==> src/hdl/timer_ctrl_pkg.sv <==
package timer_ctrl_pkg;

  localparam int NUM_CMP = 3;
  localparam int ADDR_W  = 8;
  localparam int DATA_W  = 8;

  // Register offsets
  localparam logic [7:0] OFF_ENABLE_CTRL = 8'h00;
  localparam logic [7:0] OFF_MODE_CTRL   = 8'h01;
  localparam logic [7:0] OFF_SPLIT_CTRL  = 8'h03;
  localparam logic [7:0] OFF_CTRL_E_CLR  = 8'h04;
  localparam logic [7:0] OFF_CTRL_E_SET  = 8'h05;
  localparam logic [7:0] OFF_BV_CLR      = 8'h06;
  localparam logic [7:0] OFF_BV_SET      = 8'h07;
  localparam logic [7:0] OFF_EVENT_CTRL  = 8'h09;

  // Field positions
  localparam int ENABLE_BIT    = 0;
  localparam int WAVE_LSB      = 0;
  localparam int AUTO_LOCK_BIT = 3;
  localparam int CMP_EN_LSB    = 4;
  localparam int SPLIT_BIT     = 0;
  localparam int DIR_BIT       = 0;
  localparam int LOCK_BIT      = 1;
  localparam int CMD_LSB       = 2;
  localparam int PER_BV_BIT    = 0;
  localparam int CMP_BV_LSB    = 1;
  localparam int EV_ENABLE_BIT = 0;
  localparam int EV_ACT_LSB    = 1;

  // Reset values
  localparam logic [7:0] RESET_BYTE = 8'h00;
  localparam logic [2:0] RESET_WAVE = 3'h0;
  localparam logic [2:0] RESET_EVENT_ACTION_SELECT = 3'h0;

  typedef enum logic [1:0] {
    CMD_NONE       = 2'b00,
    CMD_UPDATE     = 2'b01,
    CMD_RESTART    = 2'b10,
    CMD_HARD_RESET = 2'b11
  } command_t;

  typedef enum logic [2:0] {
    EV_RISING = 3'b000,
    EV_ANY    = 3'b001,
    EV_HIGH   = 3'b010,
    EV_UPDOWN = 3'b011
  } event_action_t;

  // Waveform generation modes
  localparam logic [2:0] WAVE_NORMAL    = 3'h0;
  localparam logic [2:0] WAVE_FREQ      = 3'h1;
  localparam logic [2:0] WAVE_SINGLE    = 3'h3;
  localparam logic [2:0] WAVE_DS_TOP    = 3'h5;
  localparam logic [2:0] WAVE_DS_BOTH   = 3'h6;
  localparam logic [2:0] WAVE_DS_BOTTOM = 3'h7;

  typedef struct packed {
    logic       wr;
    logic       rd;
    logic [7:0] addr;
    logic [7:0] wdata;
  } bus_req_t;

  typedef struct packed {
    logic at_top;
    logic at_bottom;
    logic prescale_tick;
    logic event_level;
  } counter_status_t;

endpackage

==> src/hdl/timer_control_update_regs.sv <==
// How it works
// - Split enable makes two 8-bit timers and switches the register layout.
// - Clear views at 0x04 and 0x06 clear bits written as one.
// - Set views at 0x05 and 0x07 set bits written as one.
// - Command 1 forces update, 2 restart, 3 hard reset, 0 nothing.
// - Hard reset command is ignored while the timer is enabled.
// - Command field always reads back as zero in both views.
// - Unlocked, buffers transfer to active registers on each update condition.
// - Locked, no transfer happens and buffers keep their contents.
// - Direction bit zero counts up, one counts down; views change it.
// - Hardware also drives direction from waveform mode or event action.
// - Writing a compare buffer sets that channel's valid flag, except in split mode.
// - Writing the period buffer sets the period valid flag, except in split mode.
// - A transfer clears all buffer valid flags except those set or written in the same cycle.
// - Event action picks rising edge, any edge, high level or up/down.
// - Auto lock holds lock until all enabled compare buffers are valid.
// - Update at top counting up in normal/frequency, bottom in PWM modes.
module timer_control_update_regs #(
  parameter int NUM_CMP = timer_ctrl_pkg::NUM_CMP
) (
  input  wire logic                            clock_i,
  input  wire logic                            rst_i,
  input  wire timer_ctrl_pkg::bus_req_t        bus_i,
  input  wire timer_ctrl_pkg::counter_status_t status_i,
  input  wire logic                            period_buffer_write_i,
  input  wire logic [NUM_CMP-1:0]              compare_buffer_write_i,
  output logic [7:0]                           rdata_o,
  output logic                                 enable_o,
  output logic                                 split_mode_enable_o,
  output logic [2:0]                           waveform_mode_select_o,
  output logic                                 count_down_o,
  output logic                                 restart_o,
  output logic                                 hard_reset_o,
  output logic                                 transfer_o,
  output logic                                 update_lock_o,
  output logic                                 count_tick_o
);

  typedef struct packed {
    logic               enable;
    logic [NUM_CMP-1:0] cmp_enable;
    logic               auto_update_lock;
    logic [2:0]         wave;
    logic               split;
    logic               dir;
    logic [2:0]         event_action_select;
    logic               count_on_event_enable;
    logic               event_prev;
    logic               restart;
    logic               hard_reset;
    logic               count_tick;
    logic [7:0]         rdata;
  } ctrl_state_t;

  ctrl_state_t s;
  ctrl_state_t n;

  logic                     wr_enable;
  logic                     wr_mode;
  logic                     wr_split;
  logic                     wr_e_clr;
  logic                     wr_e_set;
  logic                     wr_bv_clr;
  logic                     wr_bv_set;
  logic                     wr_event;
  timer_ctrl_pkg::command_t cmd;
  logic                     force_update;
  logic                     do_restart;
  logic                     do_hard_reset;
  logic                     natural_update;
  logic                     update_event;
  logic                     dual_slope;
  logic                     lock_q;
  logic [NUM_CMP:0]         bv_q;
  logic [NUM_CMP:0]         buffer_write;
  logic [NUM_CMP:0]         bv_set;
  logic [NUM_CMP:0]         bv_clear;
  logic                     lock_set;
  logic                     lock_clear;
  logic [7:0]               e_view;
  logic [7:0]               bv_view;

  // Bus decode
  always_comb begin
    wr_enable = bus_i.wr && (bus_i.addr == timer_ctrl_pkg::OFF_ENABLE_CTRL);
    wr_mode   = bus_i.wr && (bus_i.addr == timer_ctrl_pkg::OFF_MODE_CTRL);
    wr_split  = bus_i.wr && (bus_i.addr == timer_ctrl_pkg::OFF_SPLIT_CTRL);
    wr_e_clr  = bus_i.wr && (bus_i.addr == timer_ctrl_pkg::OFF_CTRL_E_CLR);
    wr_e_set  = bus_i.wr && (bus_i.addr == timer_ctrl_pkg::OFF_CTRL_E_SET);
    wr_bv_clr = bus_i.wr && (bus_i.addr == timer_ctrl_pkg::OFF_BV_CLR);
    wr_bv_set = bus_i.wr && (bus_i.addr == timer_ctrl_pkg::OFF_BV_SET);
    wr_event  = bus_i.wr && (bus_i.addr == timer_ctrl_pkg::OFF_EVENT_CTRL);
  end

  always_comb begin
    cmd = timer_ctrl_pkg::CMD_NONE;
    if (wr_e_clr || wr_e_set) begin
      cmd = timer_ctrl_pkg::command_t'(bus_i.wdata[timer_ctrl_pkg::CMD_LSB +: 2]);
    end
    force_update = 1'b0;
    do_restart = 1'b0;
    do_hard_reset = 1'b0;
    case (cmd)
      timer_ctrl_pkg::CMD_NONE: begin
        force_update = 1'b0;
      end
      timer_ctrl_pkg::CMD_UPDATE: begin
        force_update = 1'b1;
      end
      timer_ctrl_pkg::CMD_RESTART: begin
        do_restart = 1'b1;
      end
      timer_ctrl_pkg::CMD_HARD_RESET: begin
        do_hard_reset = ~s.enable;
      end
      default: begin
        force_update = 1'b0;
      end
    endcase
  end

  always_comb begin
    natural_update = 1'b0;
    dual_slope = 1'b0;
    case (s.wave)
      timer_ctrl_pkg::WAVE_NORMAL,
      timer_ctrl_pkg::WAVE_FREQ: begin
        natural_update = status_i.at_top & ~s.dir;
      end
      timer_ctrl_pkg::WAVE_SINGLE: begin
        natural_update = status_i.at_bottom;
      end
      timer_ctrl_pkg::WAVE_DS_TOP,
      timer_ctrl_pkg::WAVE_DS_BOTH,
      timer_ctrl_pkg::WAVE_DS_BOTTOM: begin
        natural_update = status_i.at_bottom;
        dual_slope = 1'b1;
      end
      default: begin
        natural_update = 1'b0;
      end
    endcase
    update_event = natural_update | force_update;
  end

  // Buffer valid and lock steering
  always_comb begin
    buffer_write = {compare_buffer_write_i, period_buffer_write_i} & {(NUM_CMP+1){~s.split}};
    bv_clear = wr_bv_clr ? bus_i.wdata[NUM_CMP:0] : '0;
    bv_set = wr_bv_set ? bus_i.wdata[NUM_CMP:0] : '0;
    lock_clear = wr_e_clr & bus_i.wdata[timer_ctrl_pkg::LOCK_BIT];
    lock_set = wr_e_set & bus_i.wdata[timer_ctrl_pkg::LOCK_BIT];
  end

  update_lock_ctrl #(
    .NUM_CMP (NUM_CMP)
  ) u_lock (
    .clock_i        (clock_i),
    .rst_i          (rst_i),
    .hard_reset_i   (do_hard_reset),
    .update_event_i (update_event),
    .auto_lock_i    (s.auto_update_lock),
    .cmp_enable_i   (s.cmp_enable),
    .lock_set_i     (lock_set),
    .lock_clear_i   (lock_clear),
    .bv_set_i       (bv_set),
    .bv_clear_i     (bv_clear),
    .buffer_write_i (buffer_write),
    .update_lock_o  (lock_q),
    .buffer_valid_o (bv_q),
    .transfer_o     (transfer_o)
  );

  always_comb begin
    e_view = timer_ctrl_pkg::RESET_BYTE;
    e_view[timer_ctrl_pkg::DIR_BIT] = s.dir;
    e_view[timer_ctrl_pkg::LOCK_BIT] = lock_q;
    bv_view = timer_ctrl_pkg::RESET_BYTE;
    if (!s.split) begin
      bv_view[NUM_CMP:0] = bv_q;
    end
  end

  always_comb begin
    n = s;
    n.restart = do_restart;
    n.hard_reset = do_hard_reset;
    n.event_prev = status_i.event_level;

    if (wr_enable) begin
      n.enable = bus_i.wdata[timer_ctrl_pkg::ENABLE_BIT];
    end
    if (wr_mode) begin
      n.wave = bus_i.wdata[timer_ctrl_pkg::WAVE_LSB +: 3];
      n.auto_update_lock = bus_i.wdata[timer_ctrl_pkg::AUTO_LOCK_BIT];
      n.cmp_enable = bus_i.wdata[timer_ctrl_pkg::CMP_EN_LSB +: NUM_CMP];
    end
    if (wr_split) begin
      n.split = bus_i.wdata[timer_ctrl_pkg::SPLIT_BIT];
    end
    if (wr_event) begin
      n.count_on_event_enable = bus_i.wdata[timer_ctrl_pkg::EV_ENABLE_BIT];
      n.event_action_select = bus_i.wdata[timer_ctrl_pkg::EV_ACT_LSB +: 3];
    end

    if (dual_slope && status_i.at_top) begin
      n.dir = 1'b1;
    end else if (dual_slope && status_i.at_bottom) begin
      n.dir = 1'b0;
    end
    if (s.count_on_event_enable && (s.event_action_select == timer_ctrl_pkg::EV_UPDOWN)) begin
      n.dir = status_i.event_level;
    end
    // Software direction writes win over hardware
    if (wr_e_clr && bus_i.wdata[timer_ctrl_pkg::DIR_BIT]) begin
      n.dir = 1'b0;
    end
    if (wr_e_set && bus_i.wdata[timer_ctrl_pkg::DIR_BIT]) begin
      n.dir = 1'b1;
    end
    if (do_restart) begin
      n.dir = 1'b0;
    end

    n.count_tick = 1'b0;
    if (!s.enable) begin
      n.count_tick = 1'b0;
    end else if (!s.count_on_event_enable) begin
      n.count_tick = status_i.prescale_tick;
    end else begin
      case (timer_ctrl_pkg::event_action_t'(s.event_action_select))
        timer_ctrl_pkg::EV_RISING: begin
          n.count_tick = status_i.event_level & ~s.event_prev;
        end
        timer_ctrl_pkg::EV_ANY: begin
          n.count_tick = status_i.event_level ^ s.event_prev;
        end
        timer_ctrl_pkg::EV_HIGH: begin
          n.count_tick = status_i.prescale_tick & status_i.event_level;
        end
        timer_ctrl_pkg::EV_UPDOWN: begin
          n.count_tick = status_i.prescale_tick;
        end
        default: begin
          // Reserved actions stall the counter
          n.count_tick = 1'b0;
        end
      endcase
    end

    // Read data lands one cycle after the strobe; unmapped reads give zero
    n.rdata = timer_ctrl_pkg::RESET_BYTE;
    if (bus_i.rd) begin
      case (bus_i.addr)
        timer_ctrl_pkg::OFF_ENABLE_CTRL: begin
          n.rdata[timer_ctrl_pkg::ENABLE_BIT] = s.enable;
        end
        timer_ctrl_pkg::OFF_MODE_CTRL: begin
          n.rdata[timer_ctrl_pkg::WAVE_LSB +: 3] = s.wave;
          n.rdata[timer_ctrl_pkg::AUTO_LOCK_BIT] = s.auto_update_lock;
          n.rdata[timer_ctrl_pkg::CMP_EN_LSB +: NUM_CMP] = s.cmp_enable;
        end
        timer_ctrl_pkg::OFF_SPLIT_CTRL: begin
          n.rdata[timer_ctrl_pkg::SPLIT_BIT] = s.split;
        end
        timer_ctrl_pkg::OFF_CTRL_E_CLR,
        timer_ctrl_pkg::OFF_CTRL_E_SET: begin
          n.rdata = e_view;
        end
        timer_ctrl_pkg::OFF_BV_CLR,
        timer_ctrl_pkg::OFF_BV_SET: begin
          n.rdata = bv_view;
        end
        timer_ctrl_pkg::OFF_EVENT_CTRL: begin
          n.rdata[timer_ctrl_pkg::EV_ENABLE_BIT] = s.count_on_event_enable;
          n.rdata[timer_ctrl_pkg::EV_ACT_LSB +: 3] = s.event_action_select;
        end
        default: begin
          n.rdata = timer_ctrl_pkg::RESET_BYTE;
        end
      endcase
    end

    // Hard reset returns every register to its reset value
    if (do_hard_reset) begin
      n.cmp_enable = '0;
      n.auto_update_lock = 1'b0;
      n.wave = timer_ctrl_pkg::RESET_WAVE;
      n.split = 1'b0;
      n.dir = 1'b0;
      n.event_action_select = timer_ctrl_pkg::RESET_EVENT_ACTION_SELECT;
      n.count_on_event_enable = 1'b0;
      n.count_tick = 1'b0;
    end
  end

  always_ff @(posedge clock_i) begin
    if (rst_i) begin
      s <= '0;
    end else begin
      s <= n;
    end
  end

  always_comb begin
    rdata_o = s.rdata;
    enable_o = s.enable;
    split_mode_enable_o = s.split;
    waveform_mode_select_o = s.wave;
    count_down_o = s.dir;
    restart_o = s.restart;
    hard_reset_o = s.hard_reset;
    update_lock_o = lock_q;
    count_tick_o = s.count_tick;
  end

endmodule

==> src/hdl/update_lock_ctrl.sv <==
module update_lock_ctrl #(
  parameter int NUM_CMP = timer_ctrl_pkg::NUM_CMP
) (
  input  wire logic               clock_i,
  input  wire logic               rst_i,
  input  wire logic               hard_reset_i,
  input  wire logic               update_event_i,
  input  wire logic               auto_lock_i,
  input  wire logic [NUM_CMP-1:0] cmp_enable_i,
  input  wire logic               lock_set_i,
  input  wire logic               lock_clear_i,
  input  wire logic [NUM_CMP:0]   bv_set_i,
  input  wire logic [NUM_CMP:0]   bv_clear_i,
  input  wire logic [NUM_CMP:0]   buffer_write_i,
  output logic                    update_lock_o,
  output logic [NUM_CMP:0]        buffer_valid_o,
  output logic                    transfer_o
);

  typedef struct packed {
    logic             lock;
    logic [NUM_CMP:0] bv;
    logic             transfer;
  } lock_state_t;

  lock_state_t s;
  lock_state_t n;

  always_comb begin
    n = s;
    n.transfer = update_event_i & ~s.lock;
    n.bv = s.bv & ~bv_clear_i;
    if (n.transfer) begin
      n.bv = '0;
    end
    n.bv = n.bv | bv_set_i | buffer_write_i;
    n.lock = (s.lock & ~lock_clear_i) | lock_set_i;
    if (auto_lock_i) begin
      n.lock = ~(&(n.bv[NUM_CMP:1] | ~cmp_enable_i));
    end
    if (hard_reset_i) begin
      n = '0;
    end
  end

  always_ff @(posedge clock_i) begin
    if (rst_i) begin
      s <= '0;
    end else begin
      s <= n;
    end
  end

  assign update_lock_o  = s.lock;
  assign buffer_valid_o = s.bv;
  assign transfer_o     = s.transfer;

endmodule

==> config.mk <==
export PLATFORM = sky130hd
export DESIGN_NAME = timer_control_update_regs
export DESIGN_NICKNAME = d
export VERILOG_FILES = /design/src/hdl/timer_ctrl_pkg.sv /design/src/hdl/timer_control_update_regs.sv /design/src/hdl/update_lock_ctrl.sv
export SDC_FILE = /design/constraint.sdc
export NUM_CORES = 1
export LEC_CHECK = 0
export CAP_MARGIN = 20
export CORE_MARGIN = 2
export CORE_UTILIZATION = 60
export CTS_CLUSTER_DIAMETER = 50
export CTS_CLUSTER_SIZE = 10
export DETAILED_ROUTE_END_ITERATION = 10
export DONT_BUFFER_PORTS = 1
export GPL_TIMING_DRIVEN = 0
export PLACE_DENSITY = 0.86
export SLEW_MARGIN = 10
export SYNTH_ARGS = -nofsm -noshare
export SYNTH_HDL_FRONTEND = slang
export SYNTH_SLANG_ARGS = --single-unit
==> constraint.sdc <==
create_clock -name clock_i -period 2.6 [get_ports clock_i]
set_clock_uncertainty 0.15 [all_clocks]
set_input_delay 0.39 -clock clock_i [delete_from_list [all_inputs] [get_ports clock_i]]
set_output_delay 0.39 -clock clock_i [all_outputs]
set_load 0.02 [all_outputs]
==> summary.txt <==
Synth
  – Flops & latches, synth: 31
  – Syn avg cell area: 8.02 um^2
  – Synth cell types: 44
  – Area share of fa/ha/maj cells after synthesis: 0%
  – Syn_nets: 234
  – Synth Area in Simple Gates: 30.4%
  – Post-synthesis cell count: 206
  – Top cell type's share of synthesized area: 37.5%
  – Combinational family with the most area after synthesis: simple AND/OR/NAND/NOR gates
  – Post-synth top cells: dfxtp_1, a21oi_1, nand2_1, nand3_1, buf_4
  – Seq/Total Area, Yosys: 37.5%
  – Yosys warns: 0
  – Largest area contributor in the netlist: dfxtp_1
  – Synth Area in Compound Gates: 19.5%
  – Post-Syn Area: 1650 um^2
  – Synth Area in XOR/XNOR: 0.530%
  – EDFF count, synth: 0
  – Mux cell area share after synthesis: 1.21%
  – Most numerous cell in the Yosys netlist: dfxtp_1
  – Top post-synthesis cells by area: dfxtp_1, a21oi_1, nand2_1, buf_4, nand3_1
  – Async S/R FF share, synth: 0%
  – Synth Flop Type: dfxtp_1

Floorplan
  – Core Footprint: 2690 um^2
  – Starting Density: 61.5%
  – Site Rows: 19
  – Die X-Extent: 56.5 um
  – Die height: 56.5 um
  – Die footprint: 3190 um^2
  – I/O Pins: 47

Clock network
  – TritonCTS buffer count: 5
  – CTS root buffer: clkbuf_4
  – Post-CTS setup buffers: 0
  – Worst-path clk slew: 0.10 ns
  – Skew-Pair Late Insertion Delay: 0.34 ns
  – CTS Sinks: 31
  – Clk buf depth: 2
  – Cts hold-fix bufs: 1
  – CTS tree: built
  – Number of H-tree levels: 2
  – Post-CTS Resized: 0

STA
  – RSZ-0062 raised after global routing: false
  – Fin Setup TNS: 0 ns
  – Period Utilization, post-route: 86.0%
  – Max Fclk: 0.447 GHz
  – Minimum clock period after layout: 2.24 ns
  – Worst-margin pin slew: 0.573 ns
  – Slew headroom: 61.7%
  – Slew Limit Fails: 0
  – Fin. Hold Viols: 0
  – Endpoints failing setup: 0

GRT
  – Largest net degree at the start of global routing: 11
  – Vias in the first global route: 1287
  – GRT Util Overall: 26.2%
  – Initial antenna violation count: 0
  – Congestion Overflow GR: 0
  – First-pass GRT wire length: 6.25 mm

Drt
  – Iteration-0 DRC Markers: 120
  – Antenna viol nets, final: 0
  – DR WL/cell: 16.5 um
  – Post-DR vias/cell: 6.30
  – DRC viols: 0
  – Vias: 1551
  – Final wirelength: 4.05 mm
  – First-pass iteration count of the detailed router: 4

Run
  – Max_cap viols: 0

Placed design
  – Post-DP HPWL: 2.90 mm
  – IO buf count: 0
  – DP Cell Count: 237
  – Gpl congestion: 0.905

Finish
  – Area of the multi-input gates: 856 um^2
  – Final #Nets: 242
  – Register area: 621 um^2
  – Share of cells above drive strength 1: 15.3%
  – Fillers: 229
  – Layout Area Growth over Synthesis: 7.12%
  – Non-Filler Instances: 246
  – N_diodes: 0

Power
  – Logic gate share of total power: 8.6%
  – Peak supply drop: 337 uV
  – Internal power: 666 uW
  – Leak pwr: 0.615 nW
  – Psw: 224 uW
  – Power share of the sequential group: 54.6%
  – Clk network pwr share: 36.9%
  – Switching Share: 25.1%
  – Power Dens Cells: 503 nW/um^2

Setup path
  – Worst-path fanout max: 10
  – Startpoint types: primary input
  – Crit path kind: primary input to flip-flop
  – CP Capture Type: flip-flop
  – Crit path required time: 2.67 ns
  – Data arrival, critical path: 2.31 ns
  – R2R setup slack: 0.40 ns

Hold path
  – Worst min path class: primary input to flip-flop

Status
  – Outcome: completed
==> worst paths after layout <==
| path | from | endpoint | cells past startpoint |
|---|---|---|---|
| setup / recovery | bus_i[13] | u_lock.transfer_o | 7 |
| hold / removal | status_i[0] | s[11] | 1 |
| setup reg to reg | count_down_o | u_lock.update_lock_o | 6 |
| hold reg to reg | s[24] | s[24] | 2 |
==> critical path: stages <==
cell and delay (ns):
or4_4 0.52, buf_6 0.16, nor3_2 0.47, a41o_1 0.24, buf_4 0.18, buf_2 0.25, nor2_1 0.07
==> registers in the layout (all words and copies together), names as in the netlist <==
name,cells
count_down_o,1
count_tick_o,1
enable_o,1
hard_reset_o,1
rdata_o,7
restart_o,1
s,9
split_mode_enable_o,1
u_lock.buffer_valid_o,4
u_lock.transfer_o,1
u_lock.update_lock_o,1
waveform_mode_select_o,3
==> logic make-up (layout without fill, tap and decap cells) <==
logic type                Yosys count  after routing
xor gates and xnor gates            1              1
DFF                                31             31
buffers and inverters              32             41
AOI/OAI and AO/OA                  50             50
and+or+nand+nor                    89             89
other                               1              1
muxes                               2              2
==> power groups by stage <==
stage / Sequential, mW / Clock, mW / Combinational (mW)
after CTS: 0.486 / 0.330 / 0.0746
after detailed placement: 0.497 / 0 / 0.0724
after floorplan: 0.496 / 0 / 0.0579
after global routing: 0.487 / 0.346 / 0.0825
final: 0.486 / 0.328 / 0.0762
after global placement: 0.497 / 0 / 0.0718
==> final cells by class <==
cell class,instances,area share [%]
tap,31,2.19
sequential,31,35.1
multi-input combinational,143,48.3
timing repair buffer,1,0.565
inverter,8,1.70
clock buffer,8,3.89
buffer,24,8.27
==> stage by stage <==
step | power (mW) | util [%] | hold WS [ns] | area [um^2] | worst slack, ns
after floorplan | 0.553 | - | 0.295 | 1650 | 0.377
after global placement | 0.569 | 63.0 | 0.313 | 1690 | 0.0761
after detailed placement | 0.569 | 63.0 | 0.314 | 1690 | 0.0386
after CTS | 0.891 | 65.9 | 0.0388 | 1770 | 0.402
after global routing | 0.915 | 65.9 | 0.0318 | 1770 | 0.277
final | 0.890 | 65.9 | 0.0382 | 1770 | 0.364
==> cell usage in the layout (no fill, tap or decap), types with 2 or more instances in the layout <==
master	instances
a21oi_1	25
a222oi_1	2
a311oi_1	2
a32oi_1	2
and3_1	4
buf_2	3
buf_4	12
clkbuf_1	9
clkbuf_4	5
clkbuf_8	2
dfxtp_1	31
inv_1	8
mux2i_1	2
nand2_1	25
nand2b_1	5
nand3_1	17
nor2_1	9
nor2b_1	10
nor3_1	6
nor3_2	2
nor4_4	2
o211ai_1	2
o21ai_0	5
o22ai_1	2
==> routing by layer <==
metal  GRT usage (%)  share of wire, %
met2            37.4                44
met5               0                 0
met4            12.2               2.4
met1            35.4                45
met3            9.22               8.6
Note: power is estimated with default switching activity, not from simulation.
